[config.mk]
export PLATFORM = sky130hd
export DESIGN_NAME = gpe_port
export DESIGN_NICKNAME = d
export VERILOG_FILES = /design/src/core/gpe_pkg.sv /design/src/core/gpe_port.sv
export SDC_FILE = /design/constraint.sdc
export NUM_CORES = 1
export LEC_CHECK = 0
export BUFFER_PORTS_ARGS = -buffer_cell sky130_fd_sc_hd__buf_2
export CORE_UTILIZATION = 51
export DETAILED_ROUTE_END_ITERATION = 10
export GPL_ROUTABILITY_DRIVEN = 0
export PLACE_DENSITY = 0.83
export SLEW_MARGIN = 30
export SYNTH_ARGS = -nofsm -noshare
export SYNTH_HDL_FRONTEND = slang
export SYNTH_SLANG_ARGS = --single-unit
[constraint.sdc]
create_clock -name core_clk -period 6.5 [get_ports core_clk]
set_input_delay 1.3 -clock core_clk [delete_from_list [all_inputs] [get_ports core_clk]]
set_output_delay 1.3 -clock core_clk [all_outputs]
set_load 0.05 [all_outputs]
[src/core/gpe_pkg.sv]
// Purpose: constants and types for the 8-bit port block
// Assumes: one port per instance, 32-bit AHB-Lite register slave
// Notes: offsets are byte addresses, registers take one aligned word
// Function
// - Each pin is configured, read and written without disturbing other pins.
// - Input register follows a pin only while its input path enable is set.
// - Output data reaches a pin only while its drive enable is set.
// - Pull enable switches the pull resistor for input pins; direction from pull select.
// - Drive enable set forces pull off, open-drain included.
// - Open-drain: drive low when data low, release when data high.
// - Set register writes ones only where write data is one.
// - Clear register writes zeros only where write data is one.
// - Toggle register inverts only where write data is one.
// - Two-bit drive code per pin; 0,2,1,3 order weakest to strongest.
// - Interrupts are edge only, per pin, one event per transition.
// - Polarity 0 latches falling edge, polarity 1 latches rising edge.
// - Line A raised only where line A enable is one; status still captured.
// - Line B raised only where line B enable is one; status still captured.
// - Status stays set until software clears it.
// - Writing one clears a status bit, zero leaves it.
// - Line held while status and its enable are both one.
// - Two-bit function field per pin at [2n+1:2n]; 00 port, others alternate.
// - Codes without an alternate function have no defined behaviour.
// - After reset pins are port-mode inputs with pulls disabled.
package gpe_pkg;
  localparam int PINS = 8;
  localparam logic [7:0] OFS_FUNC = 8'h00;
  localparam logic [7:0] OFS_OE = 8'h04;
  localparam logic [7:0] OFS_IE = 8'h08;
  localparam logic [7:0] OFS_IN = 8'h0C;
  localparam logic [7:0] OFS_OUT = 8'h10;
  localparam logic [7:0] OFS_SET = 8'h14;
  localparam logic [7:0] OFS_CLR = 8'h18;
  localparam logic [7:0] OFS_TGL = 8'h1C;
  localparam logic [7:0] OFS_ODE = 8'h20;
  localparam logic [7:0] OFS_PE = 8'h28;
  localparam logic [7:0] OFS_PS = 8'h2C;
  localparam logic [7:0] OFS_DS = 8'h34;
  localparam logic [7:0] OFS_POL = 8'h3C;
  localparam logic [7:0] OFS_IENA = 8'h40;
  localparam logic [7:0] OFS_IENB = 8'h44;
  localparam logic [7:0] OFS_INT = 8'h48;
  localparam logic [7:0] RST_BYTE = 8'h00;
  localparam logic [7:0] RST_PS = 8'hFF;
  localparam logic [15:0] RST_WORD = 16'h0000;
  localparam logic [1:0] FUNC_PORT = 2'h0;
  localparam logic [1:0] HTRANS_NONSEQ = 2'h2;

  // Pad-side signals for all pins of the port
  typedef struct packed {
    logic [7:0] out;
    logic [7:0] oe;
    logic [7:0] pull_en;
    logic [7:0] pull_up;
    logic [15:0] drive_code;
  } gpe_pad_s;

  // Alternate peripheral requests, one set per alternate function code (1 to 3)
  typedef struct packed {
    logic [7:0] out1;
    logic [7:0] oe1;
    logic [7:0] out2;
    logic [7:0] oe2;
    logic [7:0] out3;
    logic [7:0] oe3;
  } gpe_alt_s;

  // Whole block state
  typedef struct packed {
    logic [15:0] func;
    logic [7:0] oe;
    logic [7:0] ie;
    logic [7:0] inlev;
    logic [7:0] dout;
    logic [7:0] ode;
    logic [7:0] pe;
    logic [7:0] ps;
    logic [15:0] ds;
    logic [7:0] pol;
    logic [7:0] iena;
    logic [7:0] ienb;
    logic [7:0] stat;
    logic [7:0] pin_prev;
    logic ph_valid;
    logic ph_write;
    logic [7:0] ph_addr;
    logic [31:0] rdata;
    gpe_pad_s pad;
    logic irq_a;
    logic irq_b;
  } gpe_state_s;
endpackage : gpe_pkg

[src/core/gpe_port.sv]
// Purpose: 8-bit port with edge events, AHB-Lite register slave
// Assumes: pins synchronous to core_clk, single-word accesses
// Notes: all outputs except the tied-off hreadyout and hresp registered, one cycle after the effect
//
// Our own choices: the address map and the AHB-Lite slave port.
`timescale 1ns/1ns
module gpe_port (
  input wire logic core_clk,
  input wire logic rst,
  input wire logic clk_en,
  input wire logic hsel,
  input wire logic [31:0] haddr,
  input wire logic [1:0] htrans,
  input wire logic hwrite,
  input wire logic [2:0] hsize,
  input wire logic [31:0] hwdata,
  input wire logic hready,
  output logic [31:0] hrdata,
  output logic hreadyout,
  output logic hresp,
  input wire logic [7:0] pin_in,
  output logic [7:0] pin_out,
  output logic [7:0] pin_oe,
  output logic [7:0] pin_pull_en,
  output logic [7:0] pin_pull_up,
  output logic [15:0] pin_drive_code,
  input wire gpe_pkg::gpe_alt_s alt_req,
  output logic irq_a,
  output logic irq_b
);
  import gpe_pkg::*;

  gpe_state_s st_r;
  gpe_state_s st_nxt;
  logic [7:0] wd;
  logic [7:0] rise;
  logic [7:0] fall;
  logic [7:0] hit;
  logic [7:0] clr_mask;
  logic [7:0] sel_out;
  logic [7:0] sel_oe;
  logic wr_now;
  logic [7:0] irq_a_src;

  // Pick the pad data for a pin from its function code
  function automatic logic [1:0] pad_pick(input logic [1:0] code, input logic dout,
                                          input logic oe, input gpe_alt_s a, input int n);
    logic [1:0] r;
    r = {oe, dout};
    unique case (code)
      2'h0: r = {oe, dout};
      2'h1: r = {a.oe1[n], a.out1[n]};
      2'h2: r = {a.oe2[n], a.out2[n]};
      2'h3: r = {a.oe3[n], a.out3[n]};
    endcase
    return r;
  endfunction : pad_pick

  assign wd = hwdata[7:0];
  assign wr_now = st_r.ph_valid & st_r.ph_write;

  // Edge finders on the raw pin input against its registered copy, input enable not applied
  assign rise = pin_in & ~st_r.pin_prev;
  assign fall = ~pin_in & st_r.pin_prev;
  assign hit = (st_r.pol & rise) | (~st_r.pol & fall);

  // Next state
  always_comb begin
    st_nxt = st_r;
    clr_mask = 8'h00;
    sel_out = 8'h00;
    sel_oe = 8'h00;
    st_nxt.pin_prev = pin_in;
    // Input register only follows enabled pins
    st_nxt.inlev = pin_in & st_r.ie;
    // Data phase write, one field per address; set, clear and toggle keep unmasked pins untouched
    if (wr_now) begin
      unique case (st_r.ph_addr)
        OFS_FUNC: st_nxt.func = hwdata[15:0];
        OFS_OE: st_nxt.oe = wd;
        OFS_IE: st_nxt.ie = wd;
        OFS_OUT: st_nxt.dout = wd;
        OFS_SET: st_nxt.dout = st_r.dout | wd;
        OFS_CLR: st_nxt.dout = st_r.dout & ~wd;
        OFS_TGL: st_nxt.dout = st_r.dout ^ wd;
        OFS_ODE: st_nxt.ode = wd;
        OFS_PE: st_nxt.pe = wd;
        OFS_PS: st_nxt.ps = wd;
        OFS_DS: st_nxt.ds = hwdata[15:0];
        OFS_POL: st_nxt.pol = wd;
        OFS_IENA: st_nxt.iena = wd;
        OFS_IENB: st_nxt.ienb = wd;
        OFS_INT: clr_mask = wd;
        default: clr_mask = 8'h00;
      endcase
    end
    // New events win over a clear in the same cycle
    st_nxt.stat = (st_r.stat & ~clr_mask) | hit;
    // Address phase capture
    st_nxt.ph_valid = hsel & hready & (htrans == HTRANS_NONSEQ);
    st_nxt.ph_write = hwrite;
    st_nxt.ph_addr = haddr[7:0];
    if (hsel & hready & (htrans == HTRANS_NONSEQ) & ~hwrite) begin
      unique case (haddr[7:0])
        OFS_FUNC: st_nxt.rdata = {16'h0000, st_r.func};
        OFS_OE: st_nxt.rdata = {24'h000000, st_r.oe};
        OFS_IE: st_nxt.rdata = {24'h000000, st_r.ie};
        OFS_IN: st_nxt.rdata = {24'h000000, st_r.inlev};
        OFS_OUT: st_nxt.rdata = {24'h000000, st_r.dout};
        OFS_ODE: st_nxt.rdata = {24'h000000, st_r.ode};
        OFS_PE: st_nxt.rdata = {24'h000000, st_r.pe};
        OFS_PS: st_nxt.rdata = {24'h000000, st_r.ps};
        OFS_DS: st_nxt.rdata = {16'h0000, st_r.ds};
        OFS_POL: st_nxt.rdata = {24'h000000, st_r.pol};
        OFS_IENA: st_nxt.rdata = {24'h000000, st_r.iena};
        OFS_IENB: st_nxt.rdata = {24'h000000, st_r.ienb};
        OFS_INT: st_nxt.rdata = {24'h000000, st_r.stat};
        default: st_nxt.rdata = 32'h00000000;
      endcase
    end
    // Pad control, function mux first then open-drain and pull rules
    for (int n = 0; n < PINS; n++) begin
      {sel_oe[n], sel_out[n]} = pad_pick(st_r.func[2*n +: 2], st_r.dout[n],
                                         st_r.oe[n], alt_req, n);
    end
    // Open-drain pins only drive when data is low
    st_nxt.pad.oe = sel_oe & ~(st_r.ode & sel_out);
    st_nxt.pad.out = sel_out;
    // Pull only on non-driving pins; output enable kills it
    st_nxt.pad.pull_en = st_r.pe & ~sel_oe;
    st_nxt.pad.pull_up = st_r.ps;
    st_nxt.pad.drive_code = st_r.ds;
    // Level requests held while status and enable both set
    st_nxt.irq_a = |(st_nxt.stat & st_r.iena);
    st_nxt.irq_b = |(st_nxt.stat & st_r.ienb);
  end

  // Register the whole state; reset gives port-mode inputs, no pulls
  always_ff @(posedge core_clk or posedge rst) begin
    if (rst) begin
      st_r <= '0;
      st_r.ps <= RST_PS;
      st_r.pad.pull_up <= RST_PS;
    end else if (clk_en) begin
      st_r <= st_nxt;
    end
  end

  assign irq_a_src = st_r.stat & st_r.iena;
  assign hrdata = st_r.rdata;
  assign hreadyout = 1'b1;
  assign hresp = 1'b0;
  assign pin_out = st_r.pad.out;
  assign pin_oe = st_r.pad.oe;
  assign pin_pull_en = st_r.pad.pull_en;
  assign pin_pull_up = st_r.pad.pull_up;
  assign pin_drive_code = st_r.pad.drive_code;
  assign irq_a = st_r.irq_a;
  assign irq_b = st_r.irq_b;
endmodule : gpe_port

Word level (Yosys, flattened, before mapping). Index checks and enable logic that the tools add are counted.

Reductions and logical operators: 25. Bitwise gates (word level): 28. Multiplexer cells: 12. Eq/ne operators: 51.

Operators with widths (count): 16-bit one-hot mux with 13 select lines (1); 8-bit bitwise AND (12); 8-bit by 6-bit equality test with 1-bit output (second input constant) (10); 2-bit one-hot mux with 4 select lines (8); 8-bit inverter (7); 8-bit by 7-bit equality test with 1-bit output (second input constant) (6); 8-bit by 5-bit equality test with 1-bit output (second input constant) (5); 2-bit equality test (second input constant) (17); 3-bit AND reduction (11); 8-bit one-hot mux with 4 select lines (1); 8-bit by 4-bit equality test with 1-bit output (second input constant) (3); 8-bit bitwise OR (3); 2-bit by 1-bit equality test with 1-bit output (second input constant) (8); 8-bit by 3-bit equality test with 1-bit output (second input constant) (2); 2-bit logical NOT (8); 8-bit logical NOT (2); 8-bit 2-to-1 mux (2); 8-bit OR reduction (2); 8-bit XOR (1); 1-bit bitwise AND (4); 4-bit nonzero test (1); 2-bit AND reduction (1); 1-bit inverter (1).

Logic and storage cells: 141. Output and inout port bits: 84. Bits in registers: 220. Bits of input ports: 131.

Longest topological paths before layout. Gate-level depths: netlist (run 1).

Depth in word-level cells: 8. Mapped depth: 9. Gate-level depth less buffers: 7.

Worst setup path before layout (run 1). OpenSTA, ideal clock, no wires.

Kind: input to register. Start point: in haddr[5]. End point: reg st_r, in the netlist hrdata[6]. Stages: 6. Path buffers: 2. Library setup time: 0.086 ns. Arrival time: 2.813 ns. Data required time: 6.414 ns. Path slack: 3.601 ns. Path through: buf_6 > or4b_1 > clkbuf_1 > or4_1 > and3_1 > a32oi_1.

Longest elaborated chain between the ends: 2. Elaborated cells on any way between the ends: 14. Those cells by class: eq/ne: 12; mux: 1; reduce/logical: 1.

Ends and longest elaborated chain: start: declaration (line gpe_port.sv:12) `input wire logic [31:0] haddr,`; 8-bit by 7-bit equality test with 1-bit output, or another cell as far along (line gpe_port.sv:104) `unique case (haddr[7:0])`; 16-bit one-hot mux with 13 select lines (*) (line gpe_port.sv:104); end signal: assignment (line gpe_port.sv:145) `st_r <= st_nxt;`; end: declaration (line gpe_port.sv:33) `gpe_state_s st_r;`.

Mark *: on every way between the ends. The rest lies on a longest branch, timed or not. A chain may end at the register's enable or synchronous reset.

Worst setup path in the final report (run 1).
Start point: in haddr[4]. End point: reg st_r, in the netlist hrdata[10].

The elaborated chain is that of the path after synthesis.

==> results.ini, run 1 <==
[timing]
max_freq_mhz = 301
period_needed_ns = 3.32
final.setup_skew_ns = 0.0119
rsz0062_at_grt = no
setup_viol = 0
timing.final.ws_setup_ns = 3.18
tns_ns = 0
slew_viol_final = 0
tightest_slew_ns = 1.05
slew_headroom_pct = 29.7
final-hold-violation-count = 0
fin_crit_sh_pct = 51.1

[synth]
ys_types = 71
ys_seq_area_share_pct = 46.9
ys.warnings.count = 0
syn_inst = 985
synth_top_area_share_pct = 43.1
avgSynthCellArea_um2 = 11.1
synth_area_leaders = dfrtp_1, mux2_2, buf_4, mux4_2, dfstp_2
syn_area_mm2 = 0.0109
async_flop_share_pct = 100
synth_ff_type = dfrtp_1
synth-seq-cells = 204
synth_edf_count = 0
synth_top_area_cell = dfrtp_1

[clock_network]
clockBufferDepth = 3
clock-sinks = 204
root_buffer = clkbuf_16
cts_resized = 0
cts_hold_buf = 0
cts_tree = yes
post_cts_buffers = 0
clk_latency_ns = 0.50
path_clk_slew_ns = 0.06
cts_buffers = 22
cts.htree.levels = 1

[placement]
preCtsSetupSlack_ns = 2.80
io_buffers = 153
hpwl_um = 20300

[floorplan]
num_rows = 53
die_area_mm2 = 0.0220
start_util_pct = 52.0
io-pin-count = 215
die_h_um = 148
core_mm2 = 0.0210
die_x_um = 148

[global_routing]
grt_pass1_wl_um = 46600
grt_pass1_vias = 8149
antenna_found_initial = 0
grt_max_degree = 146
grt_overflow_total = 0
grtUsageTotal_pct = 27.9

[worst_hold_path]
min_path_type = reg -> reg
min_from = hrdata[12]$_DFFE_PP0P_

[final_layout]
fillers = 1688
syn_to_final_growth_pct = 10.2
register_area_mm2 = 0.00512
antenna_cells = 0
finalNetCount = 1197
multiInputGateArea_mm2 = 0.00482
drive_gt1_share_pct = 36.7

[detailed_routing]
detail-route-antenna-nets = 0
drt_wl_total_um = 30200
drcViolationCount = 0
first_pass_iters = 6
via_count = 8285
first_iter_violations = 1029
viasPerCell = 6.18
avgRoutedWirePerCell_um = 22.6

[setup_path]
cp-end-kind = register
critPathKind = in -> reg
cp.arrival_ns = 3.73
r2r_start = st_r[85]$_DFFE_PP0P_
crit_fanout = 22
worst_setup_path_startpoint = haddr[4]
critPathLaunchType = input pin
crit_required_ns = 6.91

[job]
drv_cap = 0

[power]
power_density_mw_per_mm2 = 229
irDropWorstVdd_v = 0.000148
power.leakage_nw = 5.68

[status]
status = finished, final reports clean

## worst paths after layout
check                                    endpoint  slack, ns  cells past startpoint
max                        hrdata[10]$_DFFE_PP0P_       3.18                      6
min                        hrdata[12]$_DFFE_PP0P_       0.48                      2
max reg2reg                 st_r[163]$_DFFE_PP0P_       3.60                      3
min reg2reg                hrdata[12]$_DFFE_PP0P_       0.48                      2
max in group asynchronous    st_r[90]$_DFFE_PP0P_       4.16                      4
min in group asynchronous    st_r[92]$_DFFE_PP0P_       1.05                      3
## per-layer routing
metal  global-route usage [%]  up-vias  share of wire [%]
met4                     10.4        0                3.8
met2                     42.8      495                 45
li1                         -     3581                  -
met3                     7.15      103                 11
met5                        0        -                  0
met1                     38.2     4106                 40
## flip-flops by register name, summed over array words and instances, names as in the netlist
register / cells
st_nxt: 24
pin_oe: 8
pin_drive_code: 16
pin_out: 8
pin_pull_en: 8
irq_a: 1
pin_pull_up: 8
irq_b: 1
st_r: 114
hrdata: 16
## metrics by stage
step	utilization, %	power, mW	std cells	hold slack [ns]	area [um2]
floorplan	-	1.51	1001	0.451	11000
global placement	53.9	1.57	1301	0.458	11300
detailed placement	54.0	1.58	1301	0.467	11300
CTS	57.3	2.77	1341	0.481	12000
global route	57.3	2.84	1341	0.517	12000
finish	57.3	2.76	1341	0.479	12000
## cell type report
cell class,instances,area share (%)
inverters,47,1.50
flip-flops and latches,204,42.6
multi-input cells,609,40.0
well taps,275,2.86
repair buffers,166,7.29
clock buffers,32,5.39
clock inverters,8,0.405
## worst max-delay path: stages
cell	delay (ns)
buf_2	0.41
and4bb_2	0.49
and3_1	0.39
nor2b_1	0.72
a22oi_1	0.21
o21ai_0	0.20
## report_power, final
group,internal (mW),switching (mW)
logic,0.0778,0.166
registers,1.29,0.0264
clock network,0.696,0.505
## cells in the mapped netlist (3+ instances only)
library cell	number
a2bb2oi_1	3
mux4_2	19
a32oi_1	8
a41oi_1	8
mux2i_1	17
buf_1	4
ha_1	16
dfrtp_1	188
nand3_1	33
nor3_1	4
a21oi_1	12
a22o_1	13
nand2_1	89
nor4b_1	3
clkbuf_1	44
mux2_4	10
nor2_2	6
or4_1	4
mux2_2	126
o211ai_1	5
nand3b_1	3
o2bb2ai_1	8
a22oi_1	11
nor2b_1	5
nand2b_1	9
nor3b_1	3
nor4_1	3
nand4_1	5
and3_1	6
dfstp_2	16
buf_2	6
nor2_1	21
inv_1	46
o21ai_0	77
o22ai_1	21
o22a_1	3
buf_4	84
## cells by family after synthesis
| logic type | Yosys count | synth area share [%] |
|---|---|---|
| buffers and inverters | 188 | 9.66 |
| adder cells (fa/ha/maj) | 16 | 1.83 |
| multiplexers | 172 | 19.8 |
| AO/OA/AOI/OAI | 186 | 11.1 |
| other | 2 | 0.0687 |
| flip-flops | 204 | 46.9 |
| AND/OR/NAND/NOR | 217 | 10.6 |
## cells in the final DEF, fill, tap and decap left out, types with 6 or more instances in the layout
| master | instances |
|---|---|
| nand2b_1 | 9 |
| nor2_2 | 6 |
| and3_1 | 6 |
| a41oi_1 | 8 |
| o2bb2ai_1 | 8 |
| nand3_1 | 33 |
| inv_1 | 45 |
| buf_4 | 13 |
| mux2_4 | 10 |
| dfstp_2 | 16 |
| mux2i_1 | 17 |
| a22oi_1 | 11 |
| nor2_1 | 21 |
| o21ai_0 | 77 |
| ha_1 | 16 |
| nand2_1 | 89 |
| buf_2 | 152 |
| mux4_2 | 19 |
| dfrtp_1 | 188 |
| o22ai_1 | 21 |
| clkbuf_16 | 23 |
| a21oi_1 | 12 |
| a22o_1 | 13 |
| mux2_2 | 126 |
| a32oi_1 | 8 |
| conb_1 | 18 |
Note: power is estimated with default switching activity, not from simulation.
==> run 2: changes to the inputs <==
--- a/config.mk
+++ b/config.mk
@@ -6,10 +6,10 @@
 export NUM_CORES = 1
 export LEC_CHECK = 0
 export BUFFER_PORTS_ARGS = -buffer_cell sky130_fd_sc_hd__buf_2
-export CORE_UTILIZATION = 51
+export CORE_UTILIZATION = 56
 export DETAILED_ROUTE_END_ITERATION = 10
 export GPL_ROUTABILITY_DRIVEN = 0
-export PLACE_DENSITY = 0.83
+export PLACE_DENSITY = 0.86
 export SLEW_MARGIN = 30
 export SYNTH_ARGS = -nofsm -noshare
 export SYNTH_HDL_FRONTEND = slang
==> constraint.sdc (replaced) <==
create_clock -name core_clk -period 3.2 [get_ports core_clk]
set_input_delay 0.64 -clock core_clk [delete_from_list [all_inputs] [get_ports core_clk]]
set_output_delay 0.64 -clock core_clk [all_outputs]
set_load 0.05 [all_outputs]
==> results.ini, run 2 (synthesis gave the netlist of run 1 again) <==
[final_layout]
final_cell_mix = dfrtp_1, buf_2, mux2_2, nand2_1, o21ai_0
largest-register = st_r
largest_reg_flops = 114
fin_util_pct = 64.1
final_cell_area_mm2 = 0.0121
finalNetCount = 1208
multiInputGateArea_mm2 = 0.00481
register_area_mm2 = 0.00512
drive_gt1_share_pct = 37.4
syn_to_final_growth_pct = 10.9
antenna_cells = 0
layout.cells.most_common = dfrtp_1
fillers = 1415

[detailed_routing]
top_layer = met4
first_iter_violations = 949
drt_wl_total_um = 31000
wl_met2_um = 14100
via_count = 8592
detail-route-antenna-nets = 0
first_pass_iters = 8
viasPerCell = 6.44
wl_met1_um = 11500
drcViolationCount = 0
wl_met3_um = 3580
avgRoutedWirePerCell_um = 23.2

[floorplan]
die_x_um = 142
die_area_mm2 = 0.0201
num_rows = 50
io-pin-count = 215
core_mm2 = 0.0189
start_util_pct = 57.8
die_h_um = 142

[placement]
io_buffers = 153
hpwl_um = 21400
dpl-instance-area_mm2 = 0.0114

[timing]
tns_ns = 0
rsz0062_at_grt = no
slew_viol_final = 0
final.setup_skew_ns = 0.0110
setup_viol = 0
tightest_slew_ns = 0.816
whs_ns = 0.258
final-hold-violation-count = 0
period_needed_ns = 2.59
fin_crit_sh_pct = 80.9
slew_headroom_pct = 45.6
max_freq_mhz = 386

[setup_path]
critPathKind = reg -> reg
crit_required_ns = 3.58
r2r_start = st_r[82]$_DFFE_PP0P_
rr_worst_depth = 6
cp.arrival_ns = 2.97
cp.depth = 6
critPathLaunchType = register
r2r-end = st_r[161]$_DFFE_PP0P_
critPathMaxStageDelay_ns = 0.71
worst_setup_path_startpoint = st_r[82]$_DFFE_PP0P_
cpMaxStageDelayCell = nor2_2
path_cells = nor4bb_1, buf_4, and2_4, nand4b_1, nor2_2, mux2_2
crit_family = simple AND/OR/NAND/NOR gates
crit_end = st_r[161]$_DFFE_PP0P_
cp-end-kind = register
reg2reg_slack_ns = 0.61
crit_fanout = 9
critPathBufInv = 1

[clock_network]
clockBufferDepth = 3
root_buffer = clkbuf_16
clock-sinks = 204
cts_resized = 0
cts_tree = yes
cts.htree.levels = 1
post_cts_buffers = 0
cts_hold_buf = 0
cts_buffers = 21
clk_latency_ns = 0.50
path_clk_slew_ns = 0.06

[global_routing]
grtUsageTotal_pct = 31.1
grt_pass1_vias = 8571
grt_overflow_total = 0
grt_max_degree = 93
grt_pass1_wl_um = 47400
antenna_found_initial = 0

[worst_hold_path]
min_path_type = in -> async

[power]
irDropWorstVdd_v = 0.000488
power_density_mw_per_mm2 = 460
power.leakage_nw = 5.73
power_mw = 5.58

[status]
status = finished, final reports clean

[job]
drv_cap = 0

==> run 2: cell types whose count changed in the layout (fill, tap and decap cells not counted), sizes merged <==
cell and change:
buf +12, clkbuf -3, clkinv -2, clkinvlp +3, inv -1
==> run 2: worst min-delay path by stage <==
stage	from	depth (start not counted)	end	slack, ns
final	rst	2	st_r[126]$_DFFE_PP0P_	0.26
after global routing	rst	2	st_r[126]$_DFFE_PP0P_	0.29
after detailed placement	hrdata[8]$_DFFE_PP0P_	2	hrdata[8]$_DFFE_PP0P_	0.47
after CTS	rst	2	st_r[92]$_DFFE_PP0P_	0.27
after floorplan	hrdata[10]$_DFFE_PP0P_	2	hrdata[10]$_DFFE_PP0P_	0.45
after global placement	hrdata[11]$_DFFE_PP0P_	2	hrdata[11]$_DFFE_PP0P_	0.46
==> run 2: report_power, final <==
part	switching (mW)	internal [mW]
Clock	1.03	1.35
Sequential	0.0499	2.62
Combinational	0.355	0.171
==> run 2: layer usage <==
layer	GRT usage, %	vias up
met1	40.0	4160
met2	48.0	650
met4	16.0	0
met3	9.04	178
li1	-	3604
met5	0	-
==> run 2: layout make-up <==
cell class / count / area share [%]
clock buffer: 29 / 5.08
multi-input combinational: 609 / 39.7
inverter: 47 / 1.49
clock inverter: 8 / 0.434
tap: 260 / 2.69
sequential: 204 / 42.3
timing repair buffer: 178 / 8.30
==> run 2: metrics by stage <==
step | instances | setup slack, ns
2_1_floorplan | 1001 | -0.0712
3_3_place_gp | 1298 | 0.614
3_5_place_dp | 1298 | 0.581
4_1_cts | 1335 | 0.688
5_1_grt | 1335 | 0.508
6_report | 1335 | 0.612
==> run 3: changes to the inputs <==
--- a/config.mk
+++ b/config.mk
@@ -5,11 +5,12 @@
 export SDC_FILE = /design/constraint.sdc
 export NUM_CORES = 1
 export LEC_CHECK = 0
+export ABC_AREA = 1
 export BUFFER_PORTS_ARGS = -buffer_cell sky130_fd_sc_hd__buf_2
-export CORE_UTILIZATION = 56
+export CORE_UTILIZATION = 50
 export DETAILED_ROUTE_END_ITERATION = 10
 export GPL_ROUTABILITY_DRIVEN = 0
-export PLACE_DENSITY = 0.86
+export PLACE_DENSITY = 0.81
 export SLEW_MARGIN = 30
 export SYNTH_ARGS = -nofsm -noshare
 export SYNTH_HDL_FRONTEND = slang
==> constraint.sdc (replaced) <==
create_clock -name core_clk -period 2.1 [get_ports core_clk]
set_input_delay 0.42 -clock core_clk [delete_from_list [all_inputs] [get_ports core_clk]]
set_output_delay 0.42 -clock core_clk [all_outputs]
set_load 0.05 [all_outputs]
==> results.ini, run 3 <==
[final_layout]
layout.cells.most_common = nand2_1
fillers = 1853
drive_gt1_share_pct = 20.9
final_cell_mix = nand2_1, dfrtp_1, buf_2, nand3_1, o21ai_0
finalNetCount = 1602
largest-register = st_r
antenna_cells = 0
final_cell_area_mm2 = 0.0121
largest_reg_flops = 114
syn_to_final_growth_pct = 13.2
fin_util_pct = 57.8

[clock_network]
post_cts_buffers = 0
cts_buffers = 22
clk_latency_ns = 0.51
clockBufferDepth = 3
root_buffer = clkbuf_16
cts.htree.levels = 1
cts_hold_buf = 0
clock-sinks = 204
cts_tree = yes
path_clk_slew_ns = 0.06
cts_resized = 0

[detailed_routing]
viasPerCell = 5.55
via_count = 9693
avgRoutedWirePerCell_um = 17.5
drcViolationCount = 0
drt_wl_total_um = 30600
detail-route-antenna-nets = 0
first_iter_violations = 1109
first_pass_iters = 7

[floorplan]
io-pin-count = 215
die_area_mm2 = 0.0220
die_x_um = 148
num_rows = 53
die_h_um = 148
start_util_pct = 51.0
core_mm2 = 0.0210

[setup_path]
cp-end-kind = register
critPathLaunchType = register
crit_required_ns = 2.49
cp.arrival_ns = 2.34
critPathKind = reg -> reg
crit_fanout = 16

[power]
intPower_mw = 7.00
irDropWorstVdd_v = 0.000389
switching_share_pct = 24.2
power_density_mw_per_mm2 = 761
comb_power_share_pct = 7.9
power_mw = 9.24
power.leakage_nw = 6.18
p_clk_share_pct = 48.3
sequentialPowerShare_pct = 43.8
p_sw_mw = 2.24

[timing]
tightest_slew_ns = 0.716
period_needed_ns = 1.95
slew_headroom_pct = 52.3
rsz0062_at_grt = no
slew_viol_final = 0
fin_crit_sh_pct = 92.8
final.setup_skew_ns = 0.0144
setup_viol = 0
max_freq_mhz = 513
final-hold-violation-count = 0
whs_ns = 0.0904

[global_routing]
grt_max_degree = 102
grt_pass1_wl_um = 48500
antenna_found_initial = 0
grt_overflow_total = 0
grtUsageTotal_pct = 28.1
grt_pass1_vias = 9300

[synth]
syn_inst = 1361
ys.warnings.count = 0
async_flop_share_pct = 100
avgSynthCellArea_um2 = 7.88
yosys-top-cells-count = nand2_1, dfrtp_1, nand3_1
ys_types = 32
synth_area_leaders = dfrtp_1, nand2_1, nand3_1, o21ai_0, buf_4
synth_ff_type = dfrtp_1
synth_edf_count = 0
synth-seq-cells = 204
synth_top_area_share_pct = 43.8
yosysMostFrequentCell = nand2_1
synth_top_area_cell = dfrtp_1
ys_seq_area_share_pct = 47.8
syn_area_mm2 = 0.0107

[placement]
dpl-instance-area_mm2 = 0.0113
io_buffers = 153
hpwl_um = 21700

[worst_hold_path]
min_path_type = in -> async

[job]
drv_cap = 0

[status]
status = finished, final reports clean

==> run 3: worst paths after layout <==
check	start	end	slack, ns	cells after the start
hold reg to reg	pin_pull_up[6]$_DFFE_PP1P_	pin_pull_up[6]$_DFFE_PP1P_	0.46	2
hold / removal	rst	pin_pull_en[0]$_DFFE_PP0P_	0.09	3
setup reg to reg	st_r[88]$_DFFE_PP0P_	st_r[202]$_DFFE_PP0P_	0.15	5
min in group core_clk	haddr[0]	st_r[82]$_DFFE_PP0P_	0.16	3
setup / recovery	st_r[88]$_DFFE_PP0P_	st_r[202]$_DFFE_PP0P_	0.15	5
max in group asynchronous	rst	hrdata[7]$_DFFE_PP0P_	1.55	3
==> run 3: power groups by stage <==
stage	registers (mW)	logic, mW	clock network [mW]
after global routing	4.05	0.798	4.63
after CTS	4.05	0.728	4.49
after global placement	4.11	0.707	0
final	4.05	0.728	4.47
after floorplan	4.11	0.513	0
after detailed placement	4.12	0.721	0
==> run 3: routing by layer <==
layer  vias up  GRT usage, %  wire length (um)
met1      4528          36.4             11900
met2       573          47.6             14700
met4         0          11.9              1190
met3        91          3.68              2840
met5         -             0                 0
li1       4501             -                 -
==> run 3: kinds of logic after synthesis <==
family / Yosys count / share of synthesized area, %
compound gates: 226 / 12.2
buf+inv: 222 / 11.2
fa+ha+maj: 16 / 1.87
flops: 204 / 47.8
other cells: 2 / 0.0700
simple gates: 691 / 27.0
==> run 3: area by class of cell <==
type / count / area (um2) / share of cell area (%)
clock inverter: 10 / 181 / 1.49
inverter: 96 / 364 / 3.00
clock buffer: 30 / 662 / 5.45
sequential: 204 / 5120 / 42.2
timing repair buffer: 180 / 1010 / 8.28
multi-input combinational: 951 / 4470 / 36.8
tap: 275 / 344 / 2.83
==> run 3: stage by stage <==
| stage | std cells | setup WS [ns] | setup TNS, ns |
|---|---|---|---|
| floorplan | 1377 | -0.951 | -183.31 |
| finish | 1746 | 0.151 | 0 |
| global placement | 1706 | 0.226 | 0 |
| detailed placement | 1706 | 0.160 | 0 |
| global route | 1746 | 0.0477 | 0 |
| CTS | 1746 | 0.194 | 0 |
==> run 3: critical path, cell delays in order (launching register included) <==
cell and delay, ns:
dfrtp_1 0.39, nor2_1 0.19, inv_1 0.11, nor2_1 0.30, nand2_1 0.45, o21ai_0 0.40
